## config.mk

```make
export PLATFORM = sky130hd
export DESIGN_NAME = uart_line_ctrl
export DESIGN_NICKNAME = d
export VERILOG_FILES = /design/src/verilog/fmt_pkg.sv /design/src/verilog/baud_tick_gen.sv /design/src/verilog/tx_serializer.sv /design/src/verilog/uart_line_ctrl.sv
export SDC_FILE = /design/constraint.sdc
export NUM_CORES = 1
export LEC_CHECK = 0
export ABC_AREA = 1
export BUFFER_PORTS_ARGS = -buffer_cell sky130_fd_sc_hd__buf_2
export CAP_MARGIN = 10
export CORE_ASPECT_RATIO = 1.5
export CORE_UTILIZATION = 55
export CTS_BUF_LIST = sky130_fd_sc_hd__clkbuf_4
export DETAILED_ROUTE_END_ITERATION = 16
export PLACE_DENSITY = 0.69
export SLEW_MARGIN = 20
export SYNTH_ARGS = -nofsm -noshare
export SYNTH_HDL_FRONTEND = slang
export SYNTH_SLANG_ARGS = --single-unit
```

## constraint.sdc

```tcl
create_clock -name mclk -period 3.7 [get_ports mclk]
set_input_delay 0 -clock mclk [delete_from_list [all_inputs] [get_ports mclk]]
set_output_delay 0 -clock mclk [all_outputs]
set_load 0.01 [all_outputs]
```

## src/verilog/fmt_pkg.sv

```systemverilog
// Shared constants, types and helpers for the line format and baud block
package fmt_pkg;

   // ****************************************
   // Register offsets on the 3-bit address
   // ****************************************
   localparam logic [2:0] OFS_DATA = 3'h0;
   localparam logic [2:0] OFS_IER  = 3'h1;
   localparam logic [2:0] OFS_DLL  = 3'h0;
   localparam logic [2:0] OFS_DLM  = 3'h1;
   localparam logic [2:0] OFS_LCR  = 3'h3;
   localparam logic [2:0] OFS_LSR  = 3'h5;

   // ****************************************
   // Reset values
   // ****************************************
   localparam logic [7:0] LCR_RESET = 8'h00;
   localparam logic [7:0] DIV_RESET = 8'h00;
   localparam logic [3:0] IER_RESET = 4'h0;

   // ****************************************
   // Timing counts in 16x ticks
   // ****************************************
   localparam logic [5:0] BIT_TICKS     = 6'h10;
   localparam logic [5:0] STOP_ONE      = 6'h10;
   localparam logic [5:0] STOP_ONE_HALF = 6'h18;
   localparam logic [5:0] STOP_TWO      = 6'h20;
   localparam logic [3:0] MID_TICK      = 4'h7;
   localparam logic [3:0] LAST_TICK     = 4'hF;

   // ****************************************
   // Types
   // ****************************************
   typedef struct packed {
      logic div_access_sel;
      logic break_ctl;
      logic fixed_parity_select;
      logic even_parity_select;
      logic parity_on;
      logic stop_count_select;
      logic char_length_sel_hi;
      logic char_length_sel_lo;
   } lcr_t;

   typedef struct packed {
      logic       cs;
      logic       wr;
      logic       rd;
      logic [2:0] addr;
      logic [7:0] wdata;
   } bus_req_t;

   typedef enum logic [2:0] {
      LS_IDLE  = 3'b000,
      LS_START = 3'b001,
      LS_DATA  = 3'b010,
      LS_PAR   = 3'b011,
      LS_STOP  = 3'b100
   } line_state_t;

   // ****************************************
   // Helpers
   // ****************************************
   // Index of the last data bit: 4 for five bits up to 7 for eight
   function automatic logic [2:0] last_bit(lcr_t f);
      return {1'b1, f.char_length_sel_hi, f.char_length_sel_lo};
   endfunction

   function automatic logic parity_bit(lcr_t f, logic [7:0] d);
      logic [7:0] m;
      m = 8'hFF >> (3'h7 - last_bit(f));
      if (f.fixed_parity_select)
         return ~f.even_parity_select;
      return (^(d & m)) ^ ~f.even_parity_select;
   endfunction

   function automatic logic [5:0] stop_ticks(lcr_t f);
      if (!f.stop_count_select)
         return STOP_ONE;
      if (last_bit(f) == 3'h4)
         return STOP_ONE_HALF;
      return STOP_TWO;
   endfunction

endpackage

```

## src/verilog/baud_tick_gen.sv

```systemverilog
// Programmable divider that makes the 16x oversampling tick
`timescale 1ns/1ps
module baud_tick_gen #(
   parameter int DIV_W = 16
)(
   input  logic             mclk,
   input  logic             rstn,
   input  logic [DIV_W-1:0] divisor,
   input  logic             reload,
   output logic             tick
);

   typedef struct packed {
      logic [DIV_W-1:0] cnt;
      logic             tick;
   } baud_st_t;

   baud_st_t st_q;
   baud_st_t st_d;

   always_comb
   begin
      st_d      = st_q;
      st_d.tick = 1'b0;
      if (reload)
         st_d.cnt = divisor;
      else if (divisor != '0)
      begin
         if (st_q.cnt <= 1)
         begin
            st_d.cnt  = divisor;
            st_d.tick = 1'b1;
         end
         else
            st_d.cnt = st_q.cnt - 1'b1;
      end
   end

   always_ff @(posedge mclk)
   begin
      if (!rstn)
         st_q <= '0;
      else
         st_q <= st_d;
   end

   assign tick = st_q.tick;

   property p_reload;
      @(posedge mclk) disable iff (!rstn)
      reload |=> st_q.cnt == $past(divisor) && !tick;
   endproperty
   a_reload: assert property (p_reload)
      else $error("divisor write did not reload counter");

   property p_tick_due;
      @(posedge mclk) disable iff (!rstn)
      (st_q.cnt == 1 && divisor != '0 && !reload) |=> tick;
   endproperty
   a_tick_due: assert property (p_tick_due)
      else $error("tick missing at end of count");

   property p_tick_reload;
      @(posedge mclk) disable iff (!rstn)
      tick |-> st_q.cnt == $past(divisor) && divisor != '0;
   endproperty
   a_tick_reload: assert property (p_tick_reload)
      else $error("counter not reloaded with divisor on tick");

endmodule

```

## src/verilog/tx_serializer.sv

```systemverilog
// Transmit holding register and shift register with framing
`timescale 1ns/1ps
module tx_serializer (
   input  logic             mclk,
   input  logic             rstn,
   input  logic             tick,
   input  fmt_pkg::lcr_t    fmt,
   input  logic             load,
   input  logic [7:0]       load_data,
   output logic             line,
   output logic             holding_empty_flag,
   output logic             transmitter_idle_flag
);

   typedef struct packed {
      fmt_pkg::line_state_t state;
      logic [7:0]           hold;
      logic                 hold_full;
      logic [7:0]           shift;
      logic                 par;
      logic [5:0]           tcnt;
      logic [2:0]           bcnt;
      logic                 line_n;
      logic [5:0]           stop_seen;
   } tx_st_t;

   tx_st_t     st_q;
   tx_st_t     st_d;
   logic [5:0] limit;
   logic       done;

   always_comb
   begin
      st_d  = st_q;
      limit = (st_q.state == fmt_pkg::LS_STOP) ?
              fmt_pkg::stop_ticks(fmt) : fmt_pkg::BIT_TICKS;
      done  = tick && (st_q.tcnt == limit - 6'h01);
      if (tick)
         st_d.tcnt = done ? 6'h00 : st_q.tcnt + 6'h01;
      if (tick && st_q.state == fmt_pkg::LS_STOP)
         st_d.stop_seen = st_q.stop_seen + 6'h01;
      case (st_q.state)
         fmt_pkg::LS_IDLE:
            if (st_q.hold_full)
            begin
               st_d.shift     = st_q.hold;
               st_d.par       = fmt_pkg::parity_bit(fmt, st_q.hold);
               st_d.hold_full = 1'b0;
               st_d.tcnt      = 6'h00;
               st_d.bcnt      = 3'h0;
               st_d.state     = fmt_pkg::LS_START;
            end
         fmt_pkg::LS_START:
            if (done)
               st_d.state = fmt_pkg::LS_DATA;
         fmt_pkg::LS_DATA:
            if (done)
            begin
               st_d.shift = st_q.shift >> 1;
               st_d.bcnt  = st_q.bcnt + 3'h1;
               if (st_q.bcnt == fmt_pkg::last_bit(fmt))
               begin
                  st_d.stop_seen = 6'h00;
                  st_d.state     = fmt.parity_on ?
                                   fmt_pkg::LS_PAR : fmt_pkg::LS_STOP;
               end
            end
         fmt_pkg::LS_PAR:
            if (done)
            begin
               st_d.stop_seen = 6'h00;
               st_d.state     = fmt_pkg::LS_STOP;
            end
         fmt_pkg::LS_STOP:
            if (done)
               st_d.state = fmt_pkg::LS_IDLE;
         default:
            st_d.state = fmt_pkg::LS_IDLE;
      endcase
      // A new load in the same cycle as the move into the shift register refills the holding register
      if (load)
      begin
         st_d.hold      = load_data;
         st_d.hold_full = 1'b1;
      end
      case (st_d.state)
         fmt_pkg::LS_START: st_d.line_n = 1'b1;
         fmt_pkg::LS_DATA:  st_d.line_n = ~st_d.shift[0];
         fmt_pkg::LS_PAR:   st_d.line_n = ~st_d.par;
         default:           st_d.line_n = 1'b0;
      endcase
   end

   always_ff @(posedge mclk)
   begin
      if (!rstn)
         st_q <= '0;
      else
         st_q <= st_d;
   end

   assign line                  = ~st_q.line_n;
   assign holding_empty_flag    = ~st_q.hold_full;
   assign transmitter_idle_flag = ~st_q.hold_full &&
                                  st_q.state == fmt_pkg::LS_IDLE;

   property p_stop_one;
      @(posedge mclk) disable iff (!rstn)
      ($past(st_q.state) == fmt_pkg::LS_STOP &&
       st_q.state != fmt_pkg::LS_STOP && !fmt.stop_count_select)
      |-> st_q.stop_seen == 6'h10;
   endproperty
   a_stop_one: assert property (p_stop_one)
      else $error("single stop bit not 16 ticks");

   property p_stop_half;
      @(posedge mclk) disable iff (!rstn)
      ($past(st_q.state) == fmt_pkg::LS_STOP &&
       st_q.state != fmt_pkg::LS_STOP && fmt.stop_count_select &&
       fmt_pkg::last_bit(fmt) == 3'h4)
      |-> st_q.stop_seen == 6'h18;
   endproperty
   a_stop_half: assert property (p_stop_half)
      else $error("one and a half stop bits not 24 ticks");

   property p_stop_two;
      @(posedge mclk) disable iff (!rstn)
      ($past(st_q.state) == fmt_pkg::LS_STOP &&
       st_q.state != fmt_pkg::LS_STOP && fmt.stop_count_select &&
       fmt_pkg::last_bit(fmt) != 3'h4)
      |-> st_q.stop_seen == 6'h20;
   endproperty
   a_stop_two: assert property (p_stop_two)
      else $error("two stop bits not 32 ticks");

   property p_idle_flag;
      @(posedge mclk) disable iff (!rstn)
      load |=> !transmitter_idle_flag && !holding_empty_flag;
   endproperty
   a_idle_flag: assert property (p_idle_flag)
      else $error("flags show empty with a character held");

endmodule

```

## src/verilog/uart_line_ctrl.sv

```systemverilog
// Line format control, divisor latches, transmitter and receiver channel
`timescale 1ns/1ps
module uart_line_ctrl (
   input  logic              mclk,
   input  logic              rstn,
   input  fmt_pkg::bus_req_t bus,
   output logic [7:0]        rdata,
   input  logic              serial_input,
   output logic              serial_output,
   output logic              holding_empty_flag,
   output logic              transmitter_idle_flag,
   output logic              baud_tick
);

   // ****************************************
   // State
   // ****************************************
   typedef struct packed {
      fmt_pkg::lcr_t        line_format_control;
      logic [7:0]           div_lo;
      logic [7:0]           div_hi;
      logic [3:0]           ier;
      logic [7:0]           rbr;
      logic                 dr;
      logic                 oe;
      logic                 pe;
      logic                 fe;
      logic [7:0]           rdata;
      logic                 so_n;
      logic                 sin_meta_n;
      logic                 sin_sync_n;
      fmt_pkg::line_state_t rstate;
      logic [3:0]           rtick;
      logic [2:0]           rbit;
      logic [7:0]           rshift;
      logic                 rpar;
   } ctl_st_t;

   ctl_st_t     st_q;
   ctl_st_t     st_d;
   logic        wr;
   logic        rd;
   logic        divisor_access_select;
   logic        tx_load;
   logic        div_reload;
   logic        tx_line;
   logic        sin;
   logic [7:0]  rx_char;
   logic [15:0] divisor;

   // Next latch value, so a latch write reloads the counter with the new byte
   assign divisor = {st_d.div_hi, st_d.div_lo};

   // ****************************************
   // Baud generator and transmitter
   // ****************************************
   baud_tick_gen #(
      .DIV_W (16)
   ) u_baud (
      .mclk    (mclk),
      .rstn    (rstn),
      .divisor (divisor),
      .reload  (div_reload),
      .tick    (baud_tick)
   );

   tx_serializer u_tx (
      .mclk                  (mclk),
      .rstn                  (rstn),
      .tick                  (baud_tick),
      .fmt                   (st_q.line_format_control),
      .load                  (tx_load),
      .load_data             (bus.wdata),
      .line                  (tx_line),
      .holding_empty_flag    (holding_empty_flag),
      .transmitter_idle_flag (transmitter_idle_flag)
   );

   // ****************************************
   // Next state
   // ****************************************
   always_comb
   begin
      st_d       = st_q;
      wr         = bus.cs && bus.wr;
      rd         = bus.cs && bus.rd;
      divisor_access_select       = st_q.line_format_control.div_access_sel;
      sin        = ~st_q.sin_sync_n;
      rx_char    = st_q.rshift >> (3'h7 - fmt_pkg::last_bit(st_q.line_format_control));
      tx_load    = wr && bus.addr == fmt_pkg::OFS_DATA && !divisor_access_select;
      div_reload = wr && divisor_access_select && (bus.addr == fmt_pkg::OFS_DLL ||
                                  bus.addr == fmt_pkg::OFS_DLM);

      // Host writes
      if (wr)
      begin
         case (bus.addr)
            fmt_pkg::OFS_DATA:
               if (divisor_access_select)
                  st_d.div_lo = bus.wdata;
            fmt_pkg::OFS_IER:
               if (divisor_access_select)
                  st_d.div_hi = bus.wdata;
               else
                  st_d.ier = bus.wdata[3:0];
            fmt_pkg::OFS_LCR:
               st_d.line_format_control = fmt_pkg::lcr_t'(bus.wdata);
            default:
               st_d.line_format_control = st_q.line_format_control;
         endcase
      end

      // Host reads, with their clearing side effects
      if (rd)
      begin
         case (bus.addr)
            fmt_pkg::OFS_DATA:
               if (divisor_access_select)
                  st_d.rdata = st_q.div_lo;
               else
               begin
                  st_d.rdata = st_q.rbr;
                  st_d.dr    = 1'b0;
               end
            fmt_pkg::OFS_IER:
               st_d.rdata = divisor_access_select ? st_q.div_hi : {4'h0, st_q.ier};
            fmt_pkg::OFS_LCR:
               st_d.rdata = st_q.line_format_control;
            fmt_pkg::OFS_LSR:
            begin
               st_d.rdata = {1'b0, transmitter_idle_flag,
                             holding_empty_flag, 1'b0, st_q.fe,
                             st_q.pe, st_q.oe, st_q.dr};
               st_d.oe    = 1'b0;
               st_d.pe    = 1'b0;
               st_d.fe    = 1'b0;
            end
            default:
               st_d.rdata = 8'h00;
         endcase
      end

      // Serial input synchroniser
      st_d.sin_meta_n = ~serial_input;
      st_d.sin_sync_n = st_q.sin_meta_n;

      // Receiver, sampling mid-bit on the 16x tick
      if (baud_tick)
      begin
         st_d.rtick = st_q.rtick + 4'h1;
         case (st_q.rstate)
            fmt_pkg::LS_IDLE:
               if (!sin)
               begin
                  st_d.rtick  = 4'h0;
                  st_d.rbit   = 3'h0;
                  st_d.rstate = fmt_pkg::LS_START;
               end
            fmt_pkg::LS_START:
               if (st_q.rtick == fmt_pkg::MID_TICK)
               begin
                  st_d.rtick  = 4'h0;
                  st_d.rstate = sin ? fmt_pkg::LS_IDLE :
                                      fmt_pkg::LS_DATA;
               end
            fmt_pkg::LS_DATA:
               if (st_q.rtick == fmt_pkg::LAST_TICK)
               begin
                  st_d.rshift = {sin, st_q.rshift[7:1]};
                  st_d.rbit   = st_q.rbit + 3'h1;
                  if (st_q.rbit == fmt_pkg::last_bit(st_q.line_format_control))
                     st_d.rstate = st_q.line_format_control.parity_on ?
                                   fmt_pkg::LS_PAR : fmt_pkg::LS_STOP;
               end
            fmt_pkg::LS_PAR:
               if (st_q.rtick == fmt_pkg::LAST_TICK)
               begin
                  st_d.rpar   = sin;
                  st_d.rstate = fmt_pkg::LS_STOP;
               end
            fmt_pkg::LS_STOP:
               if (st_q.rtick == fmt_pkg::LAST_TICK)
               begin
                  // Only the first stop bit is looked at; later ones idle
                  st_d.rbr    = rx_char;
                  st_d.oe     = st_d.oe | st_q.dr;
                  st_d.dr     = 1'b1;
                  st_d.fe     = st_d.fe | ~sin;
                  st_d.pe     = st_d.pe | (st_q.line_format_control.parity_on &&
                                st_q.rpar !=
                                fmt_pkg::parity_bit(st_q.line_format_control, rx_char));
                  st_d.rstate = fmt_pkg::LS_IDLE;
               end
            default:
               st_d.rstate = fmt_pkg::LS_IDLE;
         endcase
      end

      // Break acts on the pin only; the transmitter runs on
      st_d.so_n = st_q.line_format_control.break_ctl | ~tx_line;
   end

   // ****************************************
   // Registers
   // ****************************************
   always_ff @(posedge mclk)
   begin
      if (!rstn)
      begin
         st_q        <= '0;
         st_q.line_format_control    <= fmt_pkg::LCR_RESET;
         st_q.div_lo <= fmt_pkg::DIV_RESET;
         st_q.div_hi <= fmt_pkg::DIV_RESET;
         st_q.ier    <= fmt_pkg::IER_RESET;
      end
      else
         st_q <= st_d;
   end

   assign rdata         = st_q.rdata;
   assign serial_output = ~st_q.so_n;

   // ****************************************
   // Checks
   // ****************************************
   property p_break;
      @(posedge mclk) disable iff (!rstn)
      st_q.line_format_control.break_ctl |=> !serial_output;
   endproperty
   a_break: assert property (p_break)
      else $error("serial output not held low during break");

   property p_lcr_readback;
      @(posedge mclk) disable iff (!rstn)
      (wr && bus.addr == fmt_pkg::OFS_LCR)
      ##2 (rd && bus.addr == fmt_pkg::OFS_LCR)
      |=> rdata == $past(bus.wdata, 3);
   endproperty
   a_lcr_readback: assert property (p_lcr_readback)
      else $error("format register read differs from last write");

   property p_divisor_access_select_route;
      @(posedge mclk) disable iff (!rstn)
      (wr && bus.addr == fmt_pkg::OFS_DLL)
      |=> st_q.div_lo == ($past(divisor_access_select) ? $past(bus.wdata) :
                          $past(st_q.div_lo));
   endproperty
   a_divisor_access_select_route: assert property (p_divisor_access_select_route)
      else $error("divisor latch access routed wrongly");

endmodule

```

Word-level counts from Yosys, hierarchy flattened
Cells that the tools add are included.
Storage, ports and cells
  bits of input ports: 17
  logic and storage cells: 192
  output and inout port bits: 12
  register bits: 118
Operators by class
  equal/unequal tests: 28
  bitwise gates (word level): 18
  multiplexer cells: 69
  add/subtract/negate cells: 7
  reductions and logical operators: 31
  shift operators: 2
  magnitude comparators: 1
Operators with widths (count)
  $mux W8: 6
  $mux W6: 7
  $mux W3: 13
  $mux W16: 2
  $pmux W8 S4: 1
  $pmux W3 S5: 2
  $mux W12: 2
  $eq A3 B2 Y1 const B: 7
  $mux W20: 1
  $mux W1: 19
  $mux W18: 1
  $mux W17: 1
  $and A8 B8 Y8: 2
  $le A16 B1 Y1 const B: 1
  $mux W4: 4
  $pmux W8 S2: 1
  $reduce_bool A16 Y1: 1
  $reduce_xor A8 Y1: 2
  $sub A16 B1 Y16 const B: 1
  $reduce_and A3 Y1: 5
  $mux W7: 2
  $eq A3 B1 Y1 const B: 4
  $ne A2 B2 Y1 const B: 6
  $pmux W3 S2: 2
  32 further kinds: 63

Logic depth before layout (Yosys ltp)
  word-level depth: 15
  gate-level depth with buffers: 17
  depth with buffers taken out: 16

Modules after synthesis
From an unflattened synthesis, not the netlist that was laid out.
Unflattened totals
  cell total of the unflattened synthesis: 1048
  area, all modules: 6929.1 um2
By module, submodules not included
  uart_line_ctrl: instances 1, sequential area each 1401.3 um2, area an instance 3687.3 um2, cells each 555
  tx_serializer: instances 1, sequential area each 620.6 um2, area an instance 1712.9 um2, cells each 253
  baud_tick_gen: instances 1, sequential area each 340.3 um2, area an instance 1529.0 um2, cells each 240

Worst setup path after synthesis
No wires, ideal clock.
  kind: register to register
  start point: register st_q[63] (netlist name)
  end point: register u_tx.st_q[6] (netlist name)
  required time: 3630 ps
  stages on the path, launching flop included: 17
  setup time: 70 ps
  path buffers: 2
  arrival time: 2126 ps
  clock period less this slack: 2196 ps
  setup slack: 1504 ps
  path through: dfxtp_1 buf_2 nor2_1 nand2_1 nor2_1 ha_1 xor2_1 nor2_1 nand2_1 nor2_2 inv_1 nand2_1 nand3_1 buf_2 a21oi_1 nand2_1 a21oi_1
On the way
  cells in the longest elaborated chain, start to end: 13
  elaborated cells between the ends (all ways): 33
  those cells by class: add/sub (2); eq/ne (5); shift (1); mux (18); bitwise (4); reduce/logical (3)
RTL lines
  start: declaration: line uart_line_ctrl.sv:39  | ctl_st_t st_q;
  start signal: assignment: line uart_line_ctrl.sv:217  | st_q <= st_d;
  $logic_not A2 Y1: line fmt_pkg.sv:80  | if (last_bit(f) == 3'h4)
  $mux W1 (2 in a row): line fmt_pkg.sv:80
  $mux W6: line fmt_pkg.sv:82  | return STOP_TWO;
  $mux W6: line fmt_pkg.sv:80
  $mux W6: line tx_serializer.sv:35  | limit = (st_q.state == fmt_pkg::LS_STOP) ?
  $sub A6 B1 Y6: line tx_serializer.sv:37  | done = tick && (st_q.tcnt == limit - 6'h01);
  $eq A6 B6 Y1: line tx_serializer.sv:37
  $logic_and A1 B1 Y1: line tx_serializer.sv:37
  $mux W3 (tied with other cells): line tx_serializer.sv:75  | if (done)
  $pmux W3 S5 or $pmux W8 S2 (tied branches): line tx_serializer.sv:42  | case (st_q.state)
  $eq A3 B2 Y1 (tied with other cells): line tx_serializer.sv:86  | case (st_d.state)
  $pmux W1 S3 *: line tx_serializer.sv:86
  end signal: assignment: line tx_serializer.sv:99  | st_q <= st_d;
  end: declaration: line tx_serializer.sv:27  | tx_st_t st_q;
Every way passes the cells marked *; elsewhere a longest branch is shown, timed or not. The select of a mux whose other input is x is not followed.
A chain may end at the register's enable or synchronous reset.

Worst setup path after layout
  start point: register st_q[62] (netlist name)
  end point: register u_tx.st_q[6] (netlist name)
Same word-level chain as after synthesis.

==> results_dict.tcl <==
set metrics [dict create \
    drtIter0Drc 392 \
    place_area_um2 6540 \
    pwr-share-comb 0.146 \
    syn_avg_cell_area_um2 6.57 \
    synth_seq_cells 118 \
    setup_viol 0 \
    clock_power_share 0.351 \
    synth_edf_count 0 \
    core.rowCount 47 \
    initial_core_util 0.573 \
    max_freq_mhz 366 \
    leakagePower_nw 3.13 \
    path_class "register to register" \
    hold_path.class "input port to register" \
    root_buffer "clkbuf_4" \
    maxSlewViolCount 0 \
    vdd_ir_drop_max_uv 230 \
    crit_slowest_cell "dfxtp_1" \
    clk-insertion-delay-late_ps 540 \
    portBuffers 28 \
    start_kind "register" \
    grt_max_degree 62 \
    ys.flop_type "dfxtp_1" \
    synth_top_area_share 0.369 \
    critPathBufInv 1 \
    area_delta_synth_final_pct 9.31 \
    antenna_cells 0 \
    grtUsageMet1 0.316 \
    crit_required_ps 4190 \
    die_h_um 134 \
    crit_fanout 15 \
    multi_input_area_um2 3380 \
    overflow 0 \
    outcome "completed" \
    critical_path_arrival_ps 3220 \
    drc 0 \
    dr.pass1.iters 5 \
    syn_inst 974 \
    netSwitchingFraction 0.306 \
    fill_cells 1046 \
    worstPathCellList "nor2_1, nor3_1, ha_1, xor2_1, nor2_1, nand2_1, nor2_2, inv_1, nand2_1, nand3_1, a21oi_1, nand2_1, a21oi_1" \
    numCtsBuffers 17 \
    drive_gt1_frac 0.106 \
    tightest_slew_ps 856 \
    ff_latch_area_um2 2360 \
    relSlewSlack 0.425 \
    cts.path.max_buffers 2 \
    grt_pass1_vias 5976 \
    whs_path_depth 4 \
    p_sw_mw 0.791 \
    ys_seq_area_frac 0.369 \
    clock-sinks 118 \
    syn_nets 998 \
    power.internal_mw 1.80 \
    min_period_over_period 0.738 \
    io-pin-count 29 \
    stdcell_area_um2 7000 \
    yosys_warnings 0 \
    routed_wl_um 17200 \
    place.gp.congestion 0.916 \
    fin_nets 1031 \
    post_cts_resized 0 \
    utilization 0.626 \
    pwr_density_cell_nw_per_um2 370 \
    clkTransAtPathRegs_ps 120 \
    core_area_um2 11200 \
    tns_ps 0 \
    rsz0062_at_grt "false" \
    antenna_found_initial 0 \
    via_per_inst 5.48 \
    finalClockSkew_ps 15.0 \
    setup_ws_ps 969 \
    total_power_mw 2.59 \
    dieArea_um2 12100 \
    crit_path_end_kind "register" \
    final_cell_mix "nand2_1, dfxtp_1, inv_1" \
    num_vias 6388 \
    crit_path_max_incr_delay_ps 640 \
    busiest_layer "met2" \
    cap_viol_max_count 0 \
    dp_hpwl_um 12600 \
    ant_nets 0 \
    grt_pass1_wl_um 28000 \
    seqPwrFrac 0.503 \
    fp.dieW_um 90.1 \
    synth_top_cell_by_area "dfxtp_1" \
    async_flop_share 0 \
    fin_crit_ps 2730 \
    cp.depth 13 \
    ff2ff_path_depth 13 \
    grt_usage 0.292 \
    cts_tree "built" \
    crit_family "simple AND/OR/NAND/NOR gates" \
    hold_viol 0 \
    use_met2 0.550 \
    ys_types 44 \
    synth_area_um2 6400 \
    path_common_cell "nand2_1" \
    avgRoutedWirePerCell_um 14.8 \
    htree_levels 4 \
    gr-usage-met3 0.0499 \
    dp_slack_ps 1020 \
    synth_area_leaders "dfxtp_1, nand2_1, inv_1" \
    layout_commonest_cell "nand2_1" \
]
-- path summary, 6_finish.rpt --
path,end,from,slack (ps)
worst max register to register,u_tx.st_q[6],st_q[62],970
worst max-delay path,u_tx.st_q[6],st_q[62],970
worst min-delay path,st_q[19],rstn,60
worst min register to register,st_q[19],st_d[19],420
-- sequential cells by signal, summed over array words and instances, names as in the netlist --
| register | flops |
|---|---|
| st_d | 1 |
| rdata | 8 |
| u_tx.st_q | 31 |
| divisor_access_select | 1 |
| u_baud.tick | 1 |
| st_q | 60 |
| u_baud.st_q | 16 |
-- cell usage after synthesis (2+ instances only) --
cell type and number:
nand4_1 6, xnor2_1 3, clkinv_1 4, nor3b_1 2, a31oi_1 5, ha_1 7
o21ai_0 76, nor3_1 15, nor2_4 3, nor2_1 103, nand3_2 4, clkbuf_1 18
buf_6 5, nand3_1 53, or2_2 5, inv_1 105, nand2_1 268, buf_4 8
o21ai_2 8, nand2_4 3, a221oi_1 3, dfxtp_1 118, nand2_2 7, a21oi_1 76
nor2_2 7, o2111ai_1 5, nor4_1 2, inv_2 5, a22oi_1 3, buf_2 5
o21ai_1 15, xor2_1 15
-- stage by stage --
step / hold WS [ps] / std cells
after floorplan: 72.4 / 974
after global placement: 166 / 1116
after detailed placement: 164 / 1116
after CTS: 20.9 / 1166
after global routing: 66.5 / 1166
final: 62.9 / 1166
-- what timing repair did --
| action | CTS | global route |
|---|---|---|
| endpoints found under the hold margin | 43 | 0 |
| buffers inserted | 0 | 0 |
| endpoints found under the setup margin | 0 | 0 |
| hold buffers | 19 | 0 |
-- tightest hold or removal path: cells and delay by family --
kind	cells	cell delay [ps]
buffers and inverters	3	410
and+or+nand+nor	1	130
-- area by class of cell --
class | instances | area share
multi-input combinational | 703 | 0.483
sequential | 118 | 0.338
inverter | 116 | 0.0633
timing repair buffer | 51 | 0.0515
tap | 147 | 0.0263
clock inverter | 14 | 0.0195
clock buffer | 17 | 0.0182
-- routing by layer --
layer,up-vias,part of all wire
met1,2949,0.40
met5,-,0
met2,187,0.53
li1,3202,-
met4,0,0.036
met3,50,0.041
-- cell families (layout without fill, tap and decap cells) --
logic type                 after synthesis  count (layout)  share of synthesized area
adders and majority gates                7               7                     0.0137
DFF                                    118             118                      0.369
xor gates and xnor gates                18              18                     0.0246
and+or+nand+nor                        481             481                      0.322
buffers and inverters                  153             198                      0.102
AOI/OAI and AO/OA                      197             197                      0.168
-- power by group through the flow --
stage	combinational (mW)	sequential, mW	clock [mW]
floorplan	0.270	1.32	0
global placement	0.353	1.33	0
detailed placement	0.358	1.33	0
CTS	0.374	1.30	0.925
global route	0.426	1.30	0.974
finish	0.379	1.30	0.907
No activity file was read; power rests on OpenSTA's default activity.
